--- config.mk ---
export PLATFORM = sky130hd
export DESIGN_NAME = clos_line_output_select
export DESIGN_NICKNAME = d
export VERILOG_FILES = /design/src/rtl/clos_pkg.sv /design/src/rtl/clos_timing_if.sv /design/src/rtl/clos_line_output_select.sv /design/src/rtl/clos_frame_timer.sv
export SDC_FILE = /design/constraint.sdc
export NUM_CORES = 1
export LEC_CHECK = 0
export BUFFER_PORTS_ARGS = -buffer_cell sky130_fd_sc_hd__buf_2
export CAP_MARGIN = 20
export CORE_MARGIN = 4
export CORE_UTILIZATION = 40
export DETAILED_ROUTE_END_ITERATION = 12
export PLACE_DENSITY = 0.6
export SLEW_MARGIN = 20
export SYNTH_ARGS = -nofsm -noshare
export SYNTH_HDL_FRONTEND = slang
export SYNTH_SLANG_ARGS = --single-unit
--- constraint.sdc ---
create_clock -name core_clk_i -period 19.6 [get_ports core_clk_i]
set_clock_uncertainty 0.05 [all_clocks]
set_input_delay 0.98 -clock core_clk_i [delete_from_list [all_inputs] [get_ports core_clk_i]]
set_output_delay 0.98 -clock core_clk_i [all_outputs]
set_load 0.03 [all_outputs]
--- src/rtl/clos_pkg.sv ---
package clos_pkg;

  // ----------------------------------------------------------------------
  // Register offsets (byte addresses on the plain register port)
  // ----------------------------------------------------------------------
  localparam logic [7:0] OFS_PIN_PICK = 8'h00;
  localparam logic [7:0] OFS_ROUTE = 8'h04;
  localparam logic [7:0] OFS_SW_LEVEL = 8'h08;
  localparam logic [7:0] OFS_POLARITY = 8'h0C;
  localparam logic [7:0] OFS_DIRECTION = 8'h10;
  localparam logic [7:0] OFS_LEVEL = 8'h14;
  localparam logic [7:0] OFS_MODE = 8'h18;
  localparam logic [7:0] OFS_EXPOSURE = 8'h1C;
  localparam logic [7:0] OFS_FRAME = 8'h20;
  localparam logic [7:0] OFS_SW_TRIG = 8'h24;
  localparam logic [7:0] OFS_STATE = 8'h28;

  // ----------------------------------------------------------------------
  // Field positions of the mode register
  // ----------------------------------------------------------------------
  localparam int MODE_EXP_BIT = 0;
  localparam int MODE_FPRI_BIT = 1;
  localparam int MODE_TRIG_BIT = 2;
  localparam int MODE_TSRC_BIT = 3;

  // ----------------------------------------------------------------------
  // Output route codes
  // ----------------------------------------------------------------------
  localparam logic [2:0] ROUTE_OFF = 3'h0;
  localparam logic [2:0] ROUTE_WAIT = 3'h1;
  localparam logic [2:0] ROUTE_ACTIVE = 3'h2;
  localparam logic [2:0] ROUTE_TRANSFER = 3'h3;
  localparam logic [2:0] ROUTE_EXPOSE = 3'h4;
  localparam logic [2:0] ROUTE_USER = 3'h5;
  localparam logic [2:0] ROUTE_STROBE = 3'h6;

  // ----------------------------------------------------------------------
  // Reset values and fixed views
  // ----------------------------------------------------------------------
  localparam logic RST_PIN_PICK = 1'b0;
  localparam logic [2:0] RST_ROUTE = 3'h0;
  localparam logic [2:0] RST_SW_LEVEL = 3'h0;
  localparam logic [2:0] RST_POLARITY = 3'h0;
  localparam logic [3:0] RST_MODE = 4'h0;
  localparam logic [31:0] RST_EXPOSURE_US = 32'h00001F40;
  localparam logic [31:0] RST_FRAME_US = 32'h00008235;
  localparam logic [2:0] DIRECTION_VIEW = 3'h6;

  // ----------------------------------------------------------------------
  // Timing: one microsecond expressed in core clock cycles
  // ----------------------------------------------------------------------
  localparam int CLK_PERIOD_NS = 8;
  localparam int MICROSECOND_NS = 1000;
  localparam int US_CYCLES = (MICROSECOND_NS + CLK_PERIOD_NS - 1) / CLK_PERIOD_NS;

endpackage

--- src/rtl/clos_timing_if.sv ---
`timescale 1ns/100ps
`default_nettype none
// Configuration from the register file to the frame timer, flags back.
interface clos_timing_if;
  logic exp_mode;
  logic fpri_mode;
  logic trig_mode;
  logic trig_src;
  logic [31:0] exposure_us;
  logic [31:0] frame_us;
  logic sw_trig;
  logic hw_trig;
  logic awaiting;
  logic expose;
  logic active;
  logic sending;

  modport ctrl (
    output exp_mode, fpri_mode, trig_mode, trig_src, exposure_us, frame_us,
    output sw_trig, hw_trig,
    input awaiting, expose, active, sending
  );
  modport engine (
    input exp_mode, fpri_mode, trig_mode, trig_src, exposure_us, frame_us,
    input sw_trig, hw_trig,
    output awaiting, expose, active, sending
  );
endinterface
`default_nettype wire

--- src/rtl/clos_line_output_select.sv ---
// Local design decisions: the plain strobed port and the placing of the registers.
`timescale 1ns/100ps
`default_nettype none
module clos_line_output_select import clos_pkg::*; #(
  parameter int READOUT_US = 100,
  parameter int SEND_US = 500
) (
  input wire logic core_clk_i,
  input wire logic rst_n_i,
  input wire logic [7:0] reg_addr_i,
  input wire logic [31:0] reg_wdata_i,
  input wire logic reg_wr_i,
  input wire logic reg_rd_i,
  output logic [31:0] reg_rdata_o,
  input wire logic trigger_input_pin_i,
  input wire logic strobe_pulse_i,
  output logic output_pin_a_o,
  output logic output_pin_b_o
);

  // ----------------------------------------------------------------------
  // Source selection
  // ----------------------------------------------------------------------

  // Maps a route code to its live source; unused codes behave as off.
  function automatic logic route_value(
    input logic [2:0] code,
    input logic [3:0] flags,
    input logic user,
    input logic strobe
  );
    logic v;
    v = 1'b0;
    unique case (code)
      ROUTE_WAIT: v = flags[0];
      ROUTE_ACTIVE: v = flags[1];
      ROUTE_TRANSFER: v = flags[2];
      ROUTE_EXPOSE: v = flags[3];
      ROUTE_USER: v = user;
      ROUTE_STROBE: v = strobe;
      default: v = 1'b0;
    endcase
    return v;
  endfunction

  clos_timing_if tif();

  logic pick_r, pick_nxt;
  logic [1:0][2:0] route_r, route_nxt;
  logic [2:0] sw_level_r, sw_level_nxt;
  logic [2:0] pol_r, pol_nxt;
  logic [3:0] mode_r, mode_nxt;
  logic [31:0] exposure_r, exposure_nxt;
  logic [31:0] frame_r, frame_nxt;
  logic sw_trig_r, sw_trig_nxt;
  logic trig_in_r, trig_in_nxt;
  logic [1:0] line_r, line_nxt;
  logic [31:0] rdata_r, rdata_nxt;
  logic [3:0] flags;

  // ----------------------------------------------------------------------
  // Register writes
  // ----------------------------------------------------------------------

  // Unmapped writes are dropped silently; the port never stalls the master.
  always_comb begin
    pick_nxt = pick_r;
    route_nxt = route_r;
    sw_level_nxt = sw_level_r;
    pol_nxt = pol_r;
    mode_nxt = mode_r;
    exposure_nxt = exposure_r;
    frame_nxt = frame_r;
    sw_trig_nxt = 1'b0;
    if (reg_wr_i) begin
      unique case (reg_addr_i)
        OFS_PIN_PICK: pick_nxt = reg_wdata_i[0];
        OFS_ROUTE: route_nxt[pick_r] = reg_wdata_i[2:0];
        OFS_SW_LEVEL: sw_level_nxt = {reg_wdata_i[2:1], 1'b0};
        OFS_POLARITY: pol_nxt = reg_wdata_i[2:0];
        OFS_MODE: mode_nxt = reg_wdata_i[3:0];
        OFS_EXPOSURE: exposure_nxt = reg_wdata_i;
        OFS_FRAME: frame_nxt = reg_wdata_i;
        OFS_SW_TRIG: sw_trig_nxt = reg_wdata_i[0];
        default: sw_trig_nxt = 1'b0;
      endcase
    end
  end

  always_ff @(posedge core_clk_i or negedge rst_n_i) begin
    if (!rst_n_i) begin
      pick_r <= RST_PIN_PICK;
      route_r <= {RST_ROUTE, RST_ROUTE};
      sw_level_r <= RST_SW_LEVEL;
      pol_r <= RST_POLARITY;
      mode_r <= RST_MODE;
      exposure_r <= RST_EXPOSURE_US;
      frame_r <= RST_FRAME_US;
      sw_trig_r <= 1'b0;
    end else begin
      pick_r <= pick_nxt;
      route_r <= route_nxt;
      sw_level_r <= sw_level_nxt;
      pol_r <= pol_nxt;
      mode_r <= mode_nxt;
      exposure_r <= exposure_nxt;
      frame_r <= frame_nxt;
      sw_trig_r <= sw_trig_nxt;
    end
  end

  // ----------------------------------------------------------------------
  // Frame timer hookup
  // ----------------------------------------------------------------------

  // The trigger pin is taken as synchronous; its inversion bit flips the
  // level before edge detection, so the active edge follows the polarity.
  assign tif.exp_mode = mode_r[MODE_EXP_BIT];
  assign tif.fpri_mode = mode_r[MODE_FPRI_BIT];
  assign tif.trig_mode = mode_r[MODE_TRIG_BIT];
  assign tif.trig_src = mode_r[MODE_TSRC_BIT];
  assign tif.exposure_us = exposure_r;
  assign tif.frame_us = frame_r;
  assign tif.sw_trig = sw_trig_r;
  assign tif.hw_trig = trig_in_r ^ pol_r[0];
  assign flags = {tif.expose, tif.sending, tif.active, tif.awaiting};

  clos_frame_timer #(
    .READOUT_US(READOUT_US),
    .SEND_US(SEND_US)
  ) u_timer (
    .core_clk_i(core_clk_i),
    .rst_n_i(rst_n_i),
    .tif(tif.engine)
  );

  // ----------------------------------------------------------------------
  // Output lines
  // ----------------------------------------------------------------------

  // Each line is resolved on its own, so reprogramming one line can never
  // disturb the other; the cost is one cycle of latency through the flop.
  always_comb begin
    trig_in_nxt = trigger_input_pin_i;
    for (int k = 0; k < 2; k++) begin
      line_nxt[k] = route_value(route_r[k], flags, sw_level_r[k + 1], strobe_pulse_i)
                    ^ pol_r[k + 1];
    end
  end

  always_ff @(posedge core_clk_i or negedge rst_n_i) begin
    if (!rst_n_i) begin
      trig_in_r <= 1'b0;
      line_r <= 2'h0;
    end else begin
      trig_in_r <= trig_in_nxt;
      line_r <= line_nxt;
    end
  end

  assign output_pin_a_o = line_r[0];
  assign output_pin_b_o = line_r[1];

  // ----------------------------------------------------------------------
  // Register reads
  // ----------------------------------------------------------------------

  // Read data stand for exactly one cycle after the strobe, zero otherwise.
  always_comb begin
    rdata_nxt = 32'h00000000;
    if (reg_rd_i) begin
      unique case (reg_addr_i)
        OFS_PIN_PICK: rdata_nxt = {31'h0, pick_r};
        OFS_ROUTE: rdata_nxt = {29'h0, route_r[pick_r]};
        OFS_SW_LEVEL: rdata_nxt = {29'h0, sw_level_r};
        OFS_POLARITY: rdata_nxt = {29'h0, pol_r};
        OFS_DIRECTION: rdata_nxt = {29'h0, DIRECTION_VIEW};
        OFS_LEVEL: rdata_nxt = {29'h0, line_r, trig_in_r};
        OFS_MODE: rdata_nxt = {28'h0, mode_r};
        OFS_EXPOSURE: rdata_nxt = exposure_r;
        OFS_FRAME: rdata_nxt = frame_r;
        OFS_STATE: rdata_nxt = {28'h0, flags};
        default: rdata_nxt = 32'h00000000;
      endcase
    end
  end

  always_ff @(posedge core_clk_i or negedge rst_n_i) begin
    if (!rst_n_i) begin
      rdata_r <= 32'h00000000;
    end else begin
      rdata_r <= rdata_nxt;
    end
  end

  assign reg_rdata_o = rdata_r;

  // ----------------------------------------------------------------------
  // Checks
  // ----------------------------------------------------------------------

  property p_route_write;
    @(posedge core_clk_i) disable iff (!rst_n_i)
      (reg_wr_i && reg_addr_i == OFS_ROUTE && !pick_r)
        |=> (route_r[0] == $past(reg_wdata_i[2:0])) && $stable(route_r[1]);
  endproperty
  a_route_write: assert property (p_route_write) else $error("Route write hit wrong line.");

  property p_pick_reset;
    @(posedge core_clk_i) disable iff (!rst_n_i)
      $rose(rst_n_i) |-> !pick_r;
  endproperty
  a_pick_reset: assert property (p_pick_reset) else $error("Pick not on first line.");

  property p_user_level;
    @(posedge core_clk_i) disable iff (!rst_n_i)
      (route_r[1] == ROUTE_USER && $stable(sw_level_r) && $stable(pol_r) && $stable(route_r))
        |=> output_pin_b_o == ($past(sw_level_r[2]) ^ $past(pol_r[2]));
  endproperty
  a_user_level: assert property (p_user_level) else $error("User level not inverted.");

  property p_off_line;
    @(posedge core_clk_i) disable iff (!rst_n_i)
      (route_r[0] == ROUTE_OFF && !pol_r[1]) |=> !output_pin_a_o;
  endproperty
  a_off_line: assert property (p_off_line) else $error("Off route drives the line.");

  property p_expose_line;
    @(posedge core_clk_i) disable iff (!rst_n_i)
      (route_r[1] == ROUTE_EXPOSE) ##1 (route_r[1] == ROUTE_EXPOSE)
        |-> output_pin_b_o == ($past(tif.expose) ^ $past(pol_r[2]));
  endproperty
  a_expose_line: assert property (p_expose_line) else $error("Exposure route wrong.");

  property p_trigger_input_pin_out;
    @(posedge core_clk_i) disable iff (!rst_n_i)
      !sw_level_r[0];
  endproperty
  a_trigger_input_pin_out: assert property (p_trigger_input_pin_out) else $error("Line zero level set.");

  property p_direction;
    @(posedge core_clk_i) disable iff (!rst_n_i)
      (reg_rd_i && reg_addr_i == OFS_DIRECTION) |=> reg_rdata_o == 32'h00000006;
  endproperty
  a_direction: assert property (p_direction) else $error("Direction view wrong.");

  property p_level_view;
    @(posedge core_clk_i) disable iff (!rst_n_i)
      (reg_rd_i && reg_addr_i == OFS_LEVEL)
        |=> reg_rdata_o[2:1] == {$past(output_pin_b_o), $past(output_pin_a_o)};
  endproperty
  a_level_view: assert property (p_level_view) else $error("Level view wrong.");

  property p_read_idle;
    @(posedge core_clk_i) disable iff (!rst_n_i)
      !reg_rd_i |=> reg_rdata_o == 32'h00000000;
  endproperty
  a_read_idle: assert property (p_read_idle) else $error("Read data outside read slot.");

  property p_active_cover;
    @(posedge core_clk_i) disable iff (!rst_n_i)
      tif.expose |-> tif.active && !tif.sending;
  endproperty
  a_active_cover: assert property (p_active_cover) else $error("Active flag gap.");

  // Each route is checked one cycle after the settings that pick it, matching the line flop.
  property p_wait_line;
    @(posedge core_clk_i) disable iff (!rst_n_i)
      (route_r[0] == ROUTE_WAIT)
        |=> output_pin_a_o == ($past(tif.awaiting) ^ $past(pol_r[1]));
  endproperty
  a_wait_line: assert property (p_wait_line) else $error("Trigger-wait route wrong.");

  property p_active_line;
    @(posedge core_clk_i) disable iff (!rst_n_i)
      (route_r[0] == ROUTE_ACTIVE)
        |=> output_pin_a_o == ($past(tif.active) ^ $past(pol_r[1]));
  endproperty
  a_active_line: assert property (p_active_line) else $error("Frame-active route wrong.");

  property p_transfer_line;
    @(posedge core_clk_i) disable iff (!rst_n_i)
      (route_r[0] == ROUTE_TRANSFER)
        |=> output_pin_a_o == ($past(tif.sending) ^ $past(pol_r[1]));
  endproperty
  a_transfer_line: assert property (p_transfer_line) else $error("Transfer route wrong.");

  property p_user_line;
    @(posedge core_clk_i) disable iff (!rst_n_i)
      (route_r[0] == ROUTE_USER)
        |=> output_pin_a_o == ($past(sw_level_r[1]) ^ $past(pol_r[1]));
  endproperty
  a_user_line: assert property (p_user_line) else $error("User route wrong.");

  property p_strobe_line;
    @(posedge core_clk_i) disable iff (!rst_n_i)
      (route_r[1] == ROUTE_STROBE)
        |=> output_pin_b_o == ($past(strobe_pulse_i) ^ $past(pol_r[2]));
  endproperty
  a_strobe_line: assert property (p_strobe_line) else $error("Strobe route wrong.");

  // An edge seen while waiting must open the shutter on the very next edge.
  property p_hw_start;
    @(posedge core_clk_i) disable iff (!rst_n_i)
      (tif.awaiting && !tif.trig_src && $rose(tif.hw_trig))
        |=> tif.expose;
  endproperty
  a_hw_start: assert property (p_hw_start) else $error("Edge did not start exposure.");

  property p_pick_write;
    @(posedge core_clk_i) disable iff (!rst_n_i)
      (reg_wr_i && reg_addr_i == OFS_PIN_PICK)
        |=> pick_r == $past(reg_wdata_i[0]);
  endproperty
  a_pick_write: assert property (p_pick_write) else $error("Pick write lost.");

  property p_pol_write;
    @(posedge core_clk_i) disable iff (!rst_n_i)
      (reg_wr_i && reg_addr_i == OFS_POLARITY)
        |=> pol_r == $past(reg_wdata_i[2:0]);
  endproperty
  a_pol_write: assert property (p_pol_write) else $error("Polarity write lost.");

  property p_level_write;
    @(posedge core_clk_i) disable iff (!rst_n_i)
      (reg_wr_i && reg_addr_i == OFS_SW_LEVEL)
        |=> sw_level_r == {$past(reg_wdata_i[2:1]), 1'b0};
  endproperty
  a_level_write: assert property (p_level_write) else $error("Level write wrong.");

endmodule
`default_nettype wire

--- src/rtl/clos_frame_timer.sv ---
`timescale 1ns/100ps
`default_nettype none
module clos_frame_timer import clos_pkg::*; #(
  parameter int READOUT_US = 100,
  parameter int SEND_US = 500
) (
  input wire logic core_clk_i,
  input wire logic rst_n_i,
  clos_timing_if.engine tif
);

  typedef enum logic [2:0] {ST_WAIT, ST_EXPOSE, ST_READOUT, ST_SEND, ST_GAP} clos_fstate_e;

  localparam logic [31:0] OVERHEAD_US = 32'(READOUT_US + SEND_US);
  localparam logic [6:0] TICK_LAST = 7'(US_CYCLES - 1);

  // A zero duration is raised to 1 us, so exposure, readout and transfer targets are at least 1 us.
  function automatic logic [31:0] clamp_min1(input logic [31:0] v);
    return (v == 32'h00000000) ? 32'h00000001 : v;
  endfunction

  clos_fstate_e state_r, state_nxt;
  logic [6:0] tick_r, tick_nxt;
  logic [31:0] st_us_r, st_us_nxt;
  logic [31:0] fr_us_r, fr_us_nxt;
  logic hw_prev_r, hw_prev_nxt;
  logic [31:0] budget_us, exp_target, st_target;
  logic tick, hw_edge, start;

  // ----------------------------------------------------------------------
  // Exposure length and state progression
  // ----------------------------------------------------------------------
  always_comb begin
    tick = (tick_r == TICK_LAST);
    hw_edge = tif.hw_trig && !hw_prev_r;
    start = tif.trig_src ? tif.sw_trig : hw_edge;
    budget_us = clamp_min1((tif.frame_us > OVERHEAD_US) ? tif.frame_us - OVERHEAD_US : 32'h0);
    if (tif.exp_mode) begin
      exp_target = budget_us;
    end else if (tif.fpri_mode && tif.exposure_us > budget_us) begin
      exp_target = budget_us;
    end else begin
      exp_target = clamp_min1(tif.exposure_us);
    end
    unique case (state_r)
      ST_EXPOSE: st_target = exp_target;
      ST_READOUT: st_target = clamp_min1(32'(READOUT_US));
      ST_SEND: st_target = clamp_min1(32'(SEND_US));
      default: st_target = tif.frame_us;
    endcase
    state_nxt = state_r;
    tick_nxt = tick ? 7'h00 : tick_r + 7'h01;
    st_us_nxt = tick ? st_us_r + 32'h1 : st_us_r;
    fr_us_nxt = tick ? fr_us_r + 32'h1 : fr_us_r;
    hw_prev_nxt = tif.hw_trig;
    unique case (state_r)
      // A trigger seen while waiting starts exposure on the next edge.
      ST_WAIT: if (!tif.trig_mode || start) state_nxt = ST_EXPOSE;
      ST_EXPOSE: if (tick && st_us_nxt >= st_target) state_nxt = ST_READOUT;
      ST_READOUT: if (tick && st_us_nxt >= st_target) state_nxt = ST_SEND;
      ST_SEND: if (tick && st_us_nxt >= st_target) state_nxt = ST_GAP;
      // Free run pads the frame; a long exposure simply stretches it.
      ST_GAP: if (tif.trig_mode || fr_us_r >= clamp_min1(tif.frame_us)) state_nxt = ST_WAIT;
    endcase
    if (state_nxt != state_r) begin
      tick_nxt = 7'h00;
      st_us_nxt = 32'h0;
    end
    if (state_nxt == ST_EXPOSE && state_r != ST_EXPOSE) begin
      fr_us_nxt = 32'h0;
    end
  end

  always_ff @(posedge core_clk_i or negedge rst_n_i) begin
    if (!rst_n_i) begin
      state_r <= ST_WAIT;
      tick_r <= 7'h00;
      st_us_r <= 32'h0;
      fr_us_r <= 32'h0;
      hw_prev_r <= 1'b0;
    end else begin
      state_r <= state_nxt;
      tick_r <= tick_nxt;
      st_us_r <= st_us_nxt;
      fr_us_r <= fr_us_nxt;
      hw_prev_r <= hw_prev_nxt;
    end
  end

  // Flags decode straight from the state register; awaiting is also gated by trig_mode.
  assign tif.awaiting = tif.trig_mode && (state_r == ST_WAIT);
  assign tif.expose = (state_r == ST_EXPOSE);
  assign tif.active = (state_r == ST_EXPOSE) || (state_r == ST_READOUT);
  assign tif.sending = (state_r == ST_SEND);

  property p_sw_start;
    @(posedge core_clk_i) disable iff (!rst_n_i)
      (state_r == ST_WAIT && tif.trig_mode && tif.trig_src && tif.sw_trig) |=> tif.expose;
  endproperty
  a_sw_start: assert property (p_sw_start) else $error("Trigger did not start exposure.");

  property p_send_follows;
    @(posedge core_clk_i) disable iff (!rst_n_i)
      (state_r == ST_READOUT && state_nxt != ST_READOUT) |=> tif.sending && !tif.active;
  endproperty
  a_send_follows: assert property (p_send_follows) else $error("Transfer did not follow readout.");

  property p_manual_len;
    @(posedge core_clk_i) disable iff (!rst_n_i)
      (tif.expose && !tif.exp_mode && !tif.fpri_mode && state_nxt == ST_READOUT)
        |-> (st_us_r + 32'h1 == clamp_min1(tif.exposure_us));
  endproperty
  a_manual_len: assert property (p_manual_len) else $error("Exposure length wrong.");

endmodule
`default_nettype wire

==> metrics.txt, run 1 <==
layout cells sized above 1 17.9%; first-pass GRT wire length 63.5 mm; antenna violations before repair 0; routability cong. roughly 1.0; post-route minimum period about 8.6 ns; Layout area overhead 10.7%; Leak Pwr approximately 6.5 nW; Rows 65; Hold Path Class reg2reg; Core Box Area 0.0316 sq mm; Power Density between 70 and 80 mW/mm^2; ys flop type dfrtp_1; synthesized netlist cell count 1368; Final period util 43.7%; Non-Filler Instances approximately 1800; H-tree Lvls 4; number of synthesized flops with an enable pin 0; Worst R2R Start frame_r[3]; cts repair resizes 0; reg2reg end u_timer.st_us_r[3]; #FFs+latches synth between 150 and 200; Yosys cell types 76; clk slew on worst S/H paths 0.07 ns; RSZ-0062 raised after global routing false; Worst Tran Pin Value between 1 and 1.5 ns; DR vias roughly 11000; Die X between 150 and 200 microns; Syn Nets around 1500; port buffer count just under 80; R2R setup slack between 10 and 15 ns; I/O pin total 80; Worst Hold Path Cells 1; kind of critical path reg2reg; Mapped Area 0.0128 sq mm; Post-CTS Setup Repair Bufs 0; Clock Latency Late Sink about 0.45 ns; DR iter-0 viols 942; WP data arrival around 8.9 ns; largest net degree at the start of global routing between 60 and 70; DIE AREA between 0.03 and 0.04 sq mm; Rel. slew slack about a quarter; # placed instances between 1500 and 2000; DRT antenna net count 0; hold_buf cts 0; Worst R2R Path Depth 29; Initial Utilization between 40% and 50%; Max Freq 117 MHz; status finished, final reports clean; DR DRC count 0; maxcap violations 0; TritonCTS clock tree built; startpoint types flip-flop; via density per instance about 6; Sink Count 191; Worst EP required between 15 and 20 ns; Worst Hold End u_timer.tick_r[0]; CP endpoint kind flip-flop; die span in y around 190 microns; vias in the first global route around 11000; Nets between 1500 and 2000; CTS max path bufs 2; GRT Total Usage around 23%; ANT cells 0; fin. max-slew vios 0; setup TNS 0 ns; Slowest-stage cell, CP a31oi_1; Setup-failing EPs final 0; register area share after synthesis about 37%; YS warnings 0; final wirelength about 40 mm; count of final hold-check violations 0; drt pass-1 iters 5; DP HPWL 30.4 mm; gr ovfl total 0; asr flop ratio synth 100%; WL/cell around 22 microns; hold path start u_timer.tick_r[0]; Critical Path Fanout Max 27; Root Buffer clkbuf_16; worst stage delay on the critical path approximately 0.83 ns; CTS Buf Count 17; syn_area_per_cell ~9.4 sq um; VDD IR-drop max about 65 uV
==> logic make-up (layout without fill, tap and decap cells) <==
family,count (synthesis),count (layout),share of synthesized area (%)
simple gates,458,458,17.6
compound gates,315,315,17.3
flops,191,191,37.4
buf+inv,123,187,3.91
fa+ha+maj,101,101,9.86
xor+xnor,92,92,6.29
mux,88,88,7.71
==> flip-flops by register name (all words and copies together) (netlist names) <==
name / count
exposure_r: 32
frame_r: 32
reg_rdata_o: 32
u_timer.fr_us_r: 32
u_timer.st_us_r: 32
u_timer.tick_r: 7
route_r: 6
mode_r: 4
pol_r: 3
u_timer.state_r: 3
line_r: 2
sw_level_r: 2
pick_r: 1
sw_trig_r: 1
trig_in_r: 1
u_timer.hw_prev_r: 1
==> synth_stat cells (22+ instances only) <==
library cell | number | area, sq um
nand3_1 | 43 | 215
xor2_1 | 36 | 315
o211ai_1 | 33 | 248
o21ai_0 | 36 | 180
inv_1 | 58 | 218
nor4_1 | 22 | 138
clkbuf_1 | 47 | 176
nor3_1 | 39 | 195
ha_1 | 101 | 1260
xnor2_1 | 56 | 490
nand4_1 | 44 | 275
dfrtp_1 | 179 | 4480
nor2_1 | 130 | 488
a22oi_1 | 39 | 293
a21oi_1 | 78 | 390
a21o_1 | 32 | 240
mux2_2 | 82 | 923
nand2_1 | 101 | 379
==> area by class of cell <==
class	instances	area, sq um
fill	3122	17400
multi-input combinational	1054	7570
sequential	191	4790
timing repair buffer	97	539
tap	402	503
clock buffer	20	447
inverter	58	218
clock inverter	12	101
==> layer usage <==
| layer | GRT usage, % | share of wire (%) | up-vias |
|---|---|---|---|
| met3 | 3.27 | 5.1 | 85 |
| met5 | 0 | 0 | - |
| met1 | 30.9 | 44 | 5396 |
| met2 | 37.1 | 47 | 375 |
| met4 | 8.90 | 3.7 | 0 |
| li1 | - | - | 5137 |
==> cell usage in the layout (no fill, tap or decap), types with 38 or more instances in the layout <==
| cell type | instances |
|---|---|
| inv_1 | 58 |
| nor2_1 | 128 |
| a21oi_1 | 78 |
| nand2_1 | 101 |
| nor3_1 | 38 |
| buf_2 | 78 |
| ha_1 | 101 |
| xnor2_1 | 56 |
| nand3_1 | 43 |
| a22oi_1 | 39 |
| nand4_1 | 44 |
| mux2_2 | 82 |
| dfrtp_1 | 179 |
==> critical path, delay by kind of cell (launching register included) <==
kind,cells,cell delay [ns]
buffers and inverters,2,0.55
adders and majority gates,3,0.82
xor gates and xnor gates,1,0.47
and+or+nand+nor,6,1.80
DFF,1,0.62
AOI/OAI and AO/OA,17,4.13
==> per-stage QoR <==
stage	setup WS (ns)	utilization [%]	power [mW]	area [sq um]	hold slack, ns
final	11.03	44.9	1.09	14200	0.440
after global routing	10.56	44.9	1.15	14200	0.464
after CTS	11.24	44.9	1.09	14200	0.442
after detailed placement	11.29	43.2	0.753	13600	0.429
after global placement	11.02	43.2	0.751	13600	0.429
after floorplan	12.64	-	0.649	12800	0.409
==> worst max path at each step <==
stage	startpoint	to	slack (ns)	cells after the start
6_report	frame_r[3]	u_timer.st_us_r[3]	11.03	29
5_1_grt	frame_r[3]	u_timer.tick_r[1]	10.56	26
4_1_cts	frame_r[3]	u_timer.st_us_r[3]	11.24	29
3_5_place_dp	frame_r[4]	u_timer.st_us_r[3]	11.29	27
3_3_place_gp	frame_r[3]	u_timer.st_us_r[8]	11.02	26
2_1_floorplan	frame_r[4]	u_timer.st_us_r[10]	12.64	26
==> where the power goes <==
part / total, mW / internal [mW] / switching (mW)
registers: 0.440 / 0.411 / 0.0287
clock network: 0.338 / 0.169 / 0.169
logic: 0.313 / 0.110 / 0.203
total: 1.09 / 0.691 / 0.400
No activity file was read; power rests on OpenSTA's default activity.
==> run 2, diff against run 1 <==
- PLACE_DENSITY: 0.6 -> 0.63
- clock period: 19.6 -> 7.5 ns (I/O delays scaled with it)
==> run 2 against run 1 <==
  * Global-route usage up 0.49 points
  * Worst hold slack worse by 0.46 ns
  * Setup slack worse by 11 ns
  * The run now ends with negative hold slack left
  * Non-clock buffer count up 31
  * Critical path depth down 1
  * Via count up 1.1%
  * Total power rose to 2.7 times the previous value
  * Fmax up 23%
  * Count of clock-buffer cells in the layout down 2
  * Largest power group unchanged
  * Core utilization up 0.83 points
  * Register-to-register slack worse by 11 ns
  * Final area up 1.8%
==> metrics.txt, run 2 (same netlist as run 1, synthesis figures left out) <==
status complete, but fails checks; failing checks negative hold slack; post-route minimum period 7.00 ns; die span in y about 190 microns; Switching Power 1.07 mW; DIE AREA around 0.035 sq mm; Rows 65; reg2reg end u_timer.st_us_r[24]; Rel. slew slack between 30 and 40%; Worst R2R Path Depth 28; Leak Pwr roughly 6.7 nW; ANT cells 0; Core Box Area around 0.032 sq mm; maxcap violations 0; CTS Buf Count 17; sw frac roughly 37%; TritonCTS clock tree built; startpoint types flip-flop; WL/cell around 22 microns; CTS max path bufs 2; WP data arrival about 7.3 ns; VDD IR-drop max 164 uV; Core Util, Final between 40 and 50%; total power 2.91 mW; pre-CTS setup slack ~0.43 ns; commonest cells after routing, fill and taps aside 179 x dfrtp_1, 128 x nor2_1, 101 x nand2_1, 101 x ha_1, 82 x mux2_2; Power Density about 200 mW/mm^2; Initial Utilization around two fifths; Worst Tran Pin Value 1.01 ns; R2R setup slack about 0.50 ns; commonest non-fill, non-tap cell in the layout dfrtp_1; Die X around 190 microns; clk slew on worst S/H paths 0.08 ns; CP endpoint kind flip-flop; kind of critical path reg2reg; I/O pin total 80; DP HPWL between 30 and 40 mm; setup TNS 0 ns; Hold Path Class in2async; via density per instance around 6.0; Non-Filler Instances around 1900; Worst EP required a little under 8 ns; Logic pwr share 30.5%; first-pass GRT wire length approximately 65 mm; largest net degree at the start of global routing 119; routability cong. 0.980; Hold Slack -0.0244 ns; final worst slack about 0.50 ns; placed cell area around 0.014 sq mm; Slowest-stage cell, CP or4b_1; H-tree Lvls 4; DR iter-0 viols between 1000 and 1500; count of final hold-check violations 9; GRT Total Usage about a quarter; DR vias approximately 11000; layout cells sized above 1 between 10% and 20%; Final Cell Area between 0.01 and 0.015 sq mm; Root Buffer clkbuf_16; DR DRC count 0; Final period util between 90% and 100%; Layout area overhead 12.7%; Setup-failing EPs final 0; gr ovfl total 0; DRT antenna net count 0; antenna violations before repair 0; fin. max-slew vios 0; Critical Path Fanout Max 26; Nets ~1600; vias in the first global route 11108; Seq pwr share a little under 40%; port buffer count 79; internal power about 1.8 mW; Worst R2R Start frame_r[7]; Sink Count around 190; worst stage delay on the critical path about 0.60 ns; CP most frequent cell buf_4; final wirelength 41.0 mm; # placed instances 1832; Clock Latency Late Sink around 0.45 ns; drt pass-1 iters 5; Max Freq between 100 and 150 MHz; Clk network pwr share 30.2%
run 2: changes by cell type in the layout (fill, tap and decap cells not counted), sizes merged:
cell	previous run	this run
clkbuf	21	19
inv	64	65
clkinv	2	7
clkinvlp	4	0
buf	96	126
dlygate4sd3	0	1
run 2: worst max path at each step:
stage / startpoint / to / slack, ns / cells after the start
finish: frame_r[7] / u_timer.st_us_r[24] / 0.50 / 28
global route: frame_r[7] / u_timer.st_us_r[15] / -0.0004 / 28
CTS: frame_r[4] / u_timer.st_us_r[8] / 0.39 / 28
detailed placement: frame_r[4] / u_timer.st_us_r[21] / 0.43 / 29
global placement: frame_r[4] / u_timer.tick_r[1] / 0.64 / 28
floorplan: frame_r[4] / u_timer.st_us_r[10] / 0.54 / 26
run 2: what timing repair did:
action	4_1_cts	5_1_grt
gates resized for setup	0	3
endpoints found under the hold margin	1	0
hold buffers	1	0
setup buffers	0	0
setup endpoints to repair	0	37
run 2: power groups by stage:
| stage | Sequential [mW] | Combinational [mW] | Clock [mW] |
|---|---|---|---|
| floorplan | 1.13 | 0.565 | 0 |
| global placement | 1.16 | 0.856 | 0 |
| detailed placement | 1.16 | 0.866 | 0 |
| CTS | 1.14 | 0.869 | 0.900 |
| global route | 1.15 | 0.974 | 0.942 |
| finish | 1.14 | 0.886 | 0.878 |
run 2: final cells by class:
cell class,count,area [sq um]
Timing Repair Buffer,128,787
Multi-Input combinational cell,1054,7580
Inverter,58,218
Tap cell,402,503
Fill cell,3095,17100
Clock inverter,14,123
Sequential cell,191,4790
Clock buffer,18,429
run 2: worst max-delay path, delay by kind of cell, from the launching register on:
family,cells,cell delay (ns)
compound gates,16,2.98
simple gates,7,2.02
buf+inv,3,0.79
flops,1,0.52
fa+ha+maj,2,0.50
run 2: metal layers:
layer / vias to the layer above / GRT usage (%) / wire, microns
met1: 5479 / 31.0 / 18200
met2: 359 / 38.2 / 19300
met5: - / 0 / 0
met3: 81 / 4.48 / 2300
li1: 5192 / - / -
met4: 0 / 8.19 / 1270
